===== config.mk =====
export PLATFORM = sky130hd
export DESIGN_NAME = electrode_wear_stepper
export DESIGN_NICKNAME = d
export VERILOG_FILES = /design/src/rtl/stepper_pkg.sv /design/src/rtl/electrode_wear_stepper.sv /design/src/rtl/ramp_div.sv
export VERILOG_INCLUDE_DIRS = /design/src /design/src/rtl
export SDC_FILE = /design/constraint.sdc
export NUM_CORES = 2
export LEC_CHECK = 0
export ABC_AREA = 1
export BUFFER_PORTS_ARGS = -buffer_cell sky130_fd_sc_hd__buf_2
export CAP_MARGIN = 20
export CORE_ASPECT_RATIO = 1.75
export CORE_MARGIN = 2
export CORE_UTILIZATION = 35
export DETAILED_ROUTE_END_ITERATION = 8
export SLEW_MARGIN = 20
export SYNTH_ARGS = -nofsm -noshare
export SYNTH_HDL_FRONTEND = slang
export SYNTH_SLANG_ARGS = --single-unit

===== constraint.sdc =====
create_clock -name mclk -period 24.3 [get_ports mclk]
set_clock_uncertainty 0.2 [all_clocks]
set_input_delay 4.86 -clock mclk [delete_from_list [all_inputs] [get_ports mclk]]
set_output_delay 4.86 -clock mclk [all_outputs]
set_load 0.01 [all_outputs]

===== src/rtl/stepper_cfg.svh =====
// Constants of the electrode-wear stepper: register map, reset values, limits.
// Assumes an APB slave with 8-bit byte addresses and 32-bit data.
`ifndef STEPPER_CFG_SVH
`define STEPPER_CFG_SVH
// ==========================================================
// Register byte offsets
`define OFS_CTRL 8'h00
`define OFS_DRESS 8'h04
`define OFS_COUNT 8'h08
`define OFS_STATUS 8'h0C
`define OFS_CLEAR 8'h10
`define OFS_IRQ_EN 8'h14
`define OFS_HEAT_NOW 8'h18
`define OFS_CUR_NOW 8'h1C
`define OFS_STEP_BASE 8'h40
// ==========================================================
// Field positions
`define CTRL_EN_BIT 0
`define CTRL_CC_BIT 1
`define CTRL_RST_BIT 2
`define STS_DRESS_BIT 0
`define STS_STEP_END_BIT 1
// ==========================================================
// Limits and reset values
`define WELD_MAX 14'h270F
`define HEAT_MAX 7'h63
`define CUR_MAX 14'h270F
`define DRESS_RESET 14'h2328
`define NUM_STEPS 10
`endif


===== src/rtl/stepper_pkg.sv =====
// Types shared by the stepper and its ramp divider.
// Assumes stepper_cfg.svh supplies all numeric constants.
package stepper_pkg;
  typedef enum logic {DIV_IDLE, DIV_RUN} div_state_t;
  typedef logic [13:0] count_t;
  typedef logic [6:0] heat_t;
endpackage


===== src/rtl/electrode_wear_stepper.sv =====
// Electrode-wear stepper: weld counter, tip-dress check, linear heat/current ramp.
// Assumes one weld_done pulse per delivered weld; APB master per AMBA APB.
`timescale 1ns/10ps
`include "stepper_cfg.svh"
module electrode_wear_stepper #(
  parameter int NS = `NUM_STEPS
) (
  input wire logic mclk,
  input wire logic rst_n,
  input wire logic psel,
  input wire logic penable,
  input wire logic pwrite,
  input wire logic [7:0] paddr,
  input wire logic [31:0] pwdata,
  output logic [31:0] prdata,
  output logic pready,
  output logic pslverr,
  input wire logic weld_done,
  input wire logic stepper_reset_in,
  output logic [6:0] first_weld_interval_heat,
  output logic [6:0] second_weld_interval_heat,
  output logic [13:0] first_weld_interval_current,
  output logic [13:0] second_weld_interval_current,
  output logic dress_due_error,
  output logic step_end,
  output logic irq
);
  typedef struct packed {
    logic en;
    logic cc;
    stepper_pkg::count_t thr;
    stepper_pkg::count_t welds;
    logic [3:0] idx;
    stepper_pkg::count_t n;
    logic fin;
    stepper_pkg::heat_t base_h;
    stepper_pkg::count_t base_c;
    stepper_pkg::heat_t sb_h;
    stepper_pkg::count_t sb_c;
    logic neg_h;
    logic neg_c;
    stepper_pkg::heat_t heat;
    stepper_pkg::count_t cur;
    stepper_pkg::heat_t out_h;
    stepper_pkg::count_t out_c;
    logic pend;
    logic go;
    logic dress;
    logic [1:0] sts;
    logic [1:0] ie;
    logic [NS-1:0][13:0] scnt;
    logic [NS-1:0][6:0] sh;
    logic [NS-1:0][13:0] sc;
    logic [31:0] rdata;
    logic err;
  } regs_t;

  regs_t q, d;
  logic rst_meta, rst_s;
  logic wr, rd_setup, rst_req, tab_hit, div_done_h, div_done_c, busy_h;
  logic [3:0] tab_idx;
  logic [4:0] first_step, next_step;
  logic [7:0] tab_off;
  logic signed [7:0] dh;
  logic signed [14:0] dc;
  logic [27:0] num_h, num_c, quo_h, quo_c;
  logic [13:0] den;

  // ==========================================================
  // Reset release
  always_ff @(posedge mclk or negedge rst_n) begin
    if (!rst_n) begin
      rst_meta <= 1'b0;
      rst_s <= 1'b0;
    end else begin
      rst_meta <= 1'b1;
      rst_s <= rst_meta;
    end
  end

  // ==========================================================
  // Helpers
  // Lowest step at or above 'from' with a nonzero count; bit 4 flags found
  function automatic logic [4:0] find_step(input logic [NS-1:0][13:0] tab, input int from);
    logic [4:0] r;
    r = '0;
    for (int j = NS - 1; j >= 0; j--) begin
      if (j >= from && tab[j] != '0) begin
        r = {1'b1, 4'(j)};
      end
    end
    return r;
  endfunction

  function automatic logic [13:0] clamp14(input logic [31:0] v, input logic [13:0] mx);
    return (v > {18'h0, mx}) ? mx : v[13:0];
  endfunction

  // ==========================================================
  // Bus decode
  assign pready = 1'b1;
  assign wr = psel && penable && pwrite;
  assign rd_setup = psel && !penable;
  assign tab_off = paddr - `OFS_STEP_BASE;
  assign tab_idx = tab_off[7:4];
  assign tab_hit = (paddr >= `OFS_STEP_BASE) && (tab_off[7:4] < 4'(NS)) && (tab_off[3:2] != 2'h3);
  assign rst_req = stepper_reset_in || (wr && paddr == `OFS_CTRL && pwdata[`CTRL_RST_BIT]);
  assign first_step = find_step(q.scnt, 0);
  assign next_step = find_step(q.scnt, int'(q.idx) + 1);

  // ==========================================================
  // Ramp fraction: (target - base) * n / count
  assign dh = $signed({1'b0, q.sh[q.idx]}) - $signed({1'b0, q.base_h});
  assign dc = $signed({1'b0, q.sc[q.idx]}) - $signed({1'b0, q.base_c});
  assign num_h = 28'((dh < 0 ? -dh : dh)) * 28'(q.n);
  assign num_c = 28'((dc < 0 ? -dc : dc)) * 28'(q.n);
  assign den = (q.scnt[q.idx] == '0) ? 14'h0001 : q.scnt[q.idx];

  ramp_div #(.NW(28), .DW(14)) u_div_h (
    .mclk(mclk), .rst_n(rst_s), .start(q.go), .num(num_h), .den(den),
    .quo(quo_h), .busy(busy_h), .done(div_done_h)
  );
  ramp_div #(.NW(28), .DW(14)) u_div_c (
    .mclk(mclk), .rst_n(rst_s), .start(q.go), .num(num_c), .den(den),
    .quo(quo_c), .busy(), .done(div_done_c)
  );

  // ==========================================================
  // Next state
  always_comb begin
    d = q;
    d.go = 1'b0;
    if (wr) begin
      case (paddr)
        `OFS_CTRL: begin
          d.en = pwdata[`CTRL_EN_BIT];
          d.cc = pwdata[`CTRL_CC_BIT];
        end
        `OFS_DRESS: d.thr = clamp14(pwdata, `WELD_MAX);
        `OFS_CLEAR: d.sts = q.sts & ~pwdata[1:0];
        `OFS_IRQ_EN: d.ie = pwdata[1:0];
        default: begin
          if (tab_hit) begin
            case (tab_off[3:2])
              2'h0: d.scnt[tab_idx] = clamp14(pwdata, `WELD_MAX);
              2'h1: d.sh[tab_idx] = 7'(clamp14(pwdata, 14'(`HEAT_MAX)));
              default: d.sc[tab_idx] = clamp14(pwdata, `CUR_MAX);
            endcase
            d.pend = 1'b1;
          end
        end
      endcase
    end
    if (rst_req) begin
      d.welds = '0;
      d.n = '0;
      d.base_h = '0;
      d.base_c = '0;
      d.idx = first_step[3:0];
      d.fin = !first_step[4];
      d.pend = 1'b1;
    end else if (weld_done) begin
      if (q.welds != `WELD_MAX) begin
        d.welds = q.welds + 1'b1;
      end
      if (q.en && !q.fin) begin
        if (q.n + 1'b1 == q.scnt[q.idx]) begin
          d.base_h = q.sh[q.idx];
          d.base_c = q.sc[q.idx];
          d.n = '0;
          if (next_step[4]) begin
            d.idx = next_step[3:0];
          end else begin
            d.fin = 1'b1;
          end
        end else begin
          d.n = q.n + 1'b1;
        end
        d.pend = 1'b1;
      end
    end
    // Snapshot base and sign so a late result matches its own operands
    if (q.pend && !busy_h && !q.go) begin
      d.go = 1'b1;
      d.pend = 1'b0;
      d.sb_h = q.base_h;
      d.sb_c = q.base_c;
      d.neg_h = dh < 0;
      d.neg_c = dc < 0;
    end
    if (div_done_h) begin
      d.heat = q.neg_h ? q.sb_h - quo_h[6:0] : q.sb_h + quo_h[6:0];
    end
    if (div_done_c) begin
      d.cur = q.neg_c ? q.sb_c - quo_c[13:0] : q.sb_c + quo_c[13:0];
    end
    d.out_h = (q.en && !q.cc) ? q.heat : '0;
    d.out_c = (q.en && q.cc) ? q.cur : '0;
    d.dress = (d.welds == d.thr);
    // A new event beats a clear in the same cycle
    if (d.dress && !q.dress) begin
      d.sts[`STS_DRESS_BIT] = 1'b1;
    end
    if (d.fin && !q.fin) begin
      d.sts[`STS_STEP_END_BIT] = 1'b1;
    end
    if (rd_setup) begin
      d.err = 1'b0;
      case (paddr)
        `OFS_CTRL: d.rdata = {30'h0, q.cc, q.en};
        `OFS_DRESS: d.rdata = {18'h0, q.thr};
        `OFS_COUNT: d.rdata = {18'h0, q.welds};
        `OFS_STATUS: d.rdata = {30'h0, q.sts};
        `OFS_CLEAR: d.rdata = 32'h0000_0000;
        `OFS_IRQ_EN: d.rdata = {30'h0, q.ie};
        `OFS_HEAT_NOW: d.rdata = {25'h0, q.out_h};
        `OFS_CUR_NOW: d.rdata = {18'h0, q.out_c};
        default: begin
          if (tab_hit) begin
            case (tab_off[3:2])
              2'h0: d.rdata = {18'h0, q.scnt[tab_idx]};
              2'h1: d.rdata = {25'h0, q.sh[tab_idx]};
              default: d.rdata = {18'h0, q.sc[tab_idx]};
            endcase
          end else begin
            d.rdata = 32'h0000_0000;
            d.err = 1'b1;
          end
        end
      endcase
    end
  end

  always_ff @(posedge mclk or negedge rst_s) begin
    if (!rst_s) begin
      q <= '0;
      q.thr <= `DRESS_RESET;
      q.fin <= 1'b1;
    end else begin
      q <= d;
    end
  end

  // ==========================================================
  // Outputs
  assign prdata = q.rdata;
  assign pslverr = q.err && psel && penable;
  assign first_weld_interval_heat = q.out_h;
  assign second_weld_interval_heat = q.out_h;
  assign first_weld_interval_current = q.out_c;
  assign second_weld_interval_current = q.out_c;
  assign dress_due_error = q.dress;
  assign step_end = q.fin;
  assign irq = |(q.sts & q.ie);

  // ==========================================================
  // Checks
  AST_INC: assert property (@(posedge mclk) disable iff (!rst_s)
    weld_done && !rst_req && q.welds < `WELD_MAX |=> q.welds == $past(q.welds) + 14'h0001)
    else $error("weld counter did not advance");
  AST_SAT: assert property (@(posedge mclk) disable iff (!rst_s)
    q.welds == `WELD_MAX && !rst_req |=> q.welds == `WELD_MAX)
    else $error("weld counter wrapped");
  AST_DRESS: assert property (@(posedge mclk) disable iff (!rst_s)
    dress_due_error == (q.welds == q.thr))
    else $error("dress error disagrees with count");
  AST_RST: assert property (@(posedge mclk) disable iff (!rst_s)
    rst_req |=> q.welds == 14'h0000 && q.n == 14'h0000)
    else $error("stepper reset did not clear");
  AST_DIS: assert property (@(posedge mclk) disable iff (!rst_s)
    !q.en |=> first_weld_interval_heat == 7'h00 && first_weld_interval_current == 14'h0000)
    else $error("increment applied while disabled");
  AST_CC: assert property (@(posedge mclk) disable iff (!rst_s)
    q.cc |=> second_weld_interval_heat == 7'h00)
    else $error("heat applied in constant current");
  AST_PS: assert property (@(posedge mclk) disable iff (!rst_s)
    !q.cc |=> second_weld_interval_current == 14'h0000)
    else $error("current applied in phase shift");
  AST_STEP: assert property (@(posedge mclk) disable iff (!rst_s)
    !q.fin |-> q.n < q.scnt[q.idx])
    else $error("step position beyond its count");
  AST_HOLD: assert property (@(posedge mclk) disable iff (!rst_s)
    step_end && !rst_req |=> step_end && $stable(q.base_h) && $stable(q.base_c))
    else $error("final increment not held");
  AST_RANGE: assert property (@(posedge mclk) disable iff (!rst_s)
    q.heat <= `HEAT_MAX && q.cur <= `CUR_MAX)
    else $error("increment out of range");
  AST_END: assert property (@(posedge mclk) disable iff (!rst_s)
    $rose(step_end) |=> q.sts[`STS_STEP_END_BIT])
    else $error("step end not flagged");
  AST_DRESS_STS: assert property (@(posedge mclk) disable iff (!rst_s)
    $rose(dress_due_error) |-> q.sts[`STS_DRESS_BIT])
    else $error("dress reached but not flagged");
  AST_ADV: assert property (@(posedge mclk) disable iff (!rst_s)
    weld_done && !rst_req && q.en && !q.fin |=> q.n == $past(q.n) + 14'h0001 || q.n == 14'h0000)
    else $error("step position did not advance by one weld");
  AST_FROZEN: assert property (@(posedge mclk) disable iff (!rst_s)
    weld_done && !rst_req && !q.en |=> $stable(q.n) && $stable(q.idx))
    else $error("position moved while disabled");
  AST_UNUSED: assert property (@(posedge mclk) disable iff (!rst_s)
    !q.fin |-> q.scnt[q.idx] != 14'h0000)
    else $error("zero-count step in use");
  AST_BOTH: assert property (@(posedge mclk) disable iff (!rst_s)
    first_weld_interval_heat == second_weld_interval_heat &&
    first_weld_interval_current == second_weld_interval_current)
    else $error("weld intervals got different increments");
endmodule


===== src/rtl/ramp_div.sv =====
// Serial restoring divider for the linear ramp fraction.
// Assumes den is never zero; one quotient bit per clock.
`timescale 1ns/10ps
module ramp_div #(
  parameter int NW = 28,
  parameter int DW = 14
) (
  input wire logic mclk,
  input wire logic rst_n,
  input wire logic start,
  input wire logic [NW-1:0] num,
  input wire logic [DW-1:0] den,
  output logic [NW-1:0] quo,
  output logic busy,
  output logic done
);
  typedef struct packed {
    stepper_pkg::div_state_t st;
    logic [$clog2(NW)-1:0] cnt;
    logic [DW:0] rem;
    logic [NW-1:0] q;
    logic done;
  } div_reg_t;
  div_reg_t q, d;
  logic [DW:0] trial;

  always_comb begin
    d = q;
    d.done = 1'b0;
    trial = {q.rem[DW-1:0], q.q[NW-1]};
    case (q.st)
      stepper_pkg::DIV_IDLE: begin
        if (start) begin
          d.st = stepper_pkg::DIV_RUN;
          d.q = num;
          d.rem = '0;
          d.cnt = ($clog2(NW))'(NW - 1);
        end
      end
      stepper_pkg::DIV_RUN: begin
        if (trial >= {1'b0, den}) begin
          d.rem = trial - {1'b0, den};
          d.q = {q.q[NW-2:0], 1'b1};
        end else begin
          d.rem = trial;
          d.q = {q.q[NW-2:0], 1'b0};
        end
        if (q.cnt == '0) begin
          d.st = stepper_pkg::DIV_IDLE;
          d.done = 1'b1;
        end else begin
          d.cnt = q.cnt - 1'b1;
        end
      end
      default: d.st = stepper_pkg::DIV_IDLE;
    endcase
  end

  always_ff @(posedge mclk or negedge rst_n) begin
    if (!rst_n) begin
      q <= '0;
    end else begin
      q <= d;
    end
  end

  assign quo = q.q;
  assign busy = (q.st == stepper_pkg::DIV_RUN);
  assign done = q.done;
endmodule


==> impl_metrics.env <==
export IMPL_status="finished clean"
export IMPL_grt_first_pass_wirelength_mm=293
export IMPL_crit_fanout=67
export IMPL_ys_ff_latch=607
export IMPL_cts_max_level=2
export IMPL_max_slew_margin_rel_pct=24.3
export IMPL_first_iter_violations=3745
export IMPL_hold_class="flop to async pin"
export IMPL_area_delta_synth_final_pct=9.85
export IMPL_ys_types=62
export IMPL_worstReg2RegStart="q[491]"
export IMPL_synth_main_ff_cell="dfrtp_1"
export IMPL_netlist_area_sq_um=52200
export IMPL_grt_busiest_layer="met2"
export IMPL_fin_cells=9117
export IMPL_powerDensity_nw_per_um2=77.3
export IMPL_grt_max_degree=165
export IMPL_setup_viol=0
export IMPL_timing_fmax_ghz=0.0908
export IMPL_fill_cells=15600
export IMPL_reg2reg_depth=36
export IMPL_use_met3_pct=3.54
export IMPL_design_area_sq_um=57400
export IMPL_rows=187
export IMPL_path_depth=36
export IMPL_dp_hpwl_mm=146
export IMPL_tightest_slew_ps=1130
export IMPL_worstSetupPathType="flop to flop"
export IMPL_die_h_microns=515
export IMPL_core_sq_um=148000
export IMPL_placed_area_sq_um=55200
export IMPL_critPathMaxStageDelay_ps=880
export IMPL_syn_area_per_cell_sq_um=7.56
export IMPL_fp_dieW_microns=296
export IMPL_syn_inst=6909
export IMPL_grt_pass1_vias=48500
export IMPL_fin_ws_ps=13290
export IMPL_cts_hold_buf=0
export IMPL_wl_per_cell_microns=21.1
export IMPL_crit_buf_inv=5
export IMPL_start_util_pct=35.2
export IMPL_crit_slowest_cell="clkinv_2"
export IMPL_final_cell_mix="nand2_1 (1666), inv_1 (1171), o21ai_0 (713)"
export IMPL_via_count=47500
export IMPL_grt_use_total_pct=25.4
export IMPL_dpl_cell_count=9003
export IMPL_cts_root_buf="clkbuf_16"
export IMPL_cts_setup_buffers=0
export IMPL_ant_nets=0
export IMPL_cts_sinks=607
export IMPL_required_ps=24680
export IMPL_totalWireLength_mm=192
export IMPL_synth_edf_count=0
export IMPL_finalPower_mw=4.43
export IMPL_finalCriticalPeriod_ps=11010
export IMPL_viasPerCell=5.21
export IMPL_drive_above_1_share_pct=5.36
export IMPL_numCtsBuffers=59
export IMPL_leakage_nw=28.4
export IMPL_drv_slew=0
export IMPL_drcViolationCount=0
export IMPL_seq_area_frac_synth_pct=29.1
export IMPL_cp_top_family="adder cells"
export IMPL_tns_ps=0
export IMPL_layout_nets=7777
export IMPL_synthArstFlopShare_pct=100
export IMPL_multi_input_area_sq_um=31900
export IMPL_clk_pin_slew_ps=70
export IMPL_cp_end_kind="flop"
export IMPL_start_kind="flop"
export IMPL_r2r_slack_ps=13290
export IMPL_antenna_found_initial=11
export IMPL_cts_tree="built"
export IMPL_path_common_cell="nand2_1"
export IMPL_regArea_sq_um=15200
export IMPL_overflow=0
export IMPL_cap_violations=0
export IMPL_final_common_cell="nand2_1"
export IMPL_ys_warnings_count=0
export IMPL_ctsResizeCount=0
export IMPL_dieArea_sq_um=152000
export IMPL_clockBufferDepth=3
export IMPL_finalHoldViolations=0
export IMPL_dpl_worst_slack_ps=13320
export IMPL_grt_use_met1_pct=25.7
export IMPL_period_share_pct=45.3
export IMPL_grt_setup_unrepaired="false"
export IMPL_cp_endpoint="u_div_h.quo[23]"
export IMPL_ios=126
export IMPL_worst_ir_drop_vdd_mv=0.106
export IMPL_clk_latency_ps=680
export IMPL_drt_first_pass_iters=9
export IMPL_critical_path_arrival_ps=11390
export IMPL_grt_util_met2_pct=45.2
export IMPL_place_gp_congestion=1.00
export IMPL_crit_path_start="q[491]"
export IMPL_io_buffers=106
export IMPL_timing_rr_end="u_div_h.quo[23]"
==> per-stage QoR <==
step,hold slack (ps),util [%]
2_1_floorplan,131,-
3_3_place_gp,142,37.2
3_5_place_dp,142,37.2
4_1_cts,147,38.7
5_1_grt,173,38.7
6_report,130,38.7
==> how the worst min path moves through the flow <==
| stage | start | endpoint | cells after the start | slack (ps) |
|---|---|---|---|---|
| 2_1_floorplan | rst_meta | rst_s | 0 | 130 |
| 3_5_place_dp | rst_meta | rst_s | 0 | 140 |
| 5_1_grt | rst_s | q[497] | 0 | 170 |
| 6_report | rst_s | q[497] | 0 | 130 |
| 3_3_place_gp | rst_s | q[497] | 0 | 140 |
| 4_1_cts | rst_s | q[497] | 0 | 150 |
==> cell families (layout without fill, tap and decap cells) <==
family,after synthesis,in the layout,synth area share [%]
xor+xnor,94,94,1.58
flops,607,607,29.1
simple gates,2653,2653,20.7
buf+inv,1550,1500,11.9
mux,1,1,0.0192
fa+ha+maj,649,649,22.1
compound gates,1353,1353,14.6
other cells,2,276,0.0144
==> area by class of cell <==
type / count / area share, %
multi-input combinational: 5022 / 55.5
sequential: 607 / 26.5
inverter: 1200 / 7.85
tap: 1984 / 4.33
clock buffer: 75 / 2.80
timing repair buffer: 191 / 2.12
clock inverter: 34 / 0.883
antenna: 4 / 0.0174
==> synthesized netlist by cell type, drive strengths merged (2+ instances only) <==
master | n | share of area [%]
a211oi | 10 | 0.14
a21boi | 2 | 0.029
a21o | 14 | 0.20
a21oi | 241 | 2.3
a221o | 12 | 0.23
a221oi | 15 | 0.25
a22o | 4 | 0.067
a22oi | 78 | 1.1
a31oi | 19 | 0.23
and2 | 3 | 0.036
and3 | 3 | 0.036
buf | 153 | 1.9
clkbuf | 197 | 1.4
clkinv | 9 | 0.065
conb | 2 | 0.014
dfrtp | 601 | 29
dfstp | 6 | 0.30
fa | 453 | 17
ha | 196 | 4.7
inv | 1191 | 8.6
nand2 | 1677 | 12
nand3 | 299 | 2.9
nand3b | 5 | 0.072
nand4 | 72 | 0.86
nor2 | 511 | 3.8
nor3 | 54 | 0.54
nor4 | 8 | 0.096
o2111ai | 8 | 0.13
o211ai | 35 | 0.50
o21a | 5 | 0.072
o21ai | 750 | 7.2
o21bai | 4 | 0.057
o221ai | 13 | 0.22
o22ai | 120 | 1.4
o311ai | 8 | 0.13
o31ai | 9 | 0.13
or2 | 20 | 0.24
xnor2 | 29 | 0.49
xor2 | 65 | 1.1
==> report_power, final <==
group | internal [mW] | switching, mW
sequential | 1.10 | 0.0588
clock | 0.588 | 0.452
combinational | 0.822 | 1.42
total | 2.51 | 1.93
==> metal layers <==
layer / vias to the layer above / share of wire (%)
li1: 21900 / -
met1: 22900 / 33
met2: 1898 / 51
met3: 724 / 5.4
met4: 4 / 11
met5: - / 0.015
(Power assumes the default switching activity.)
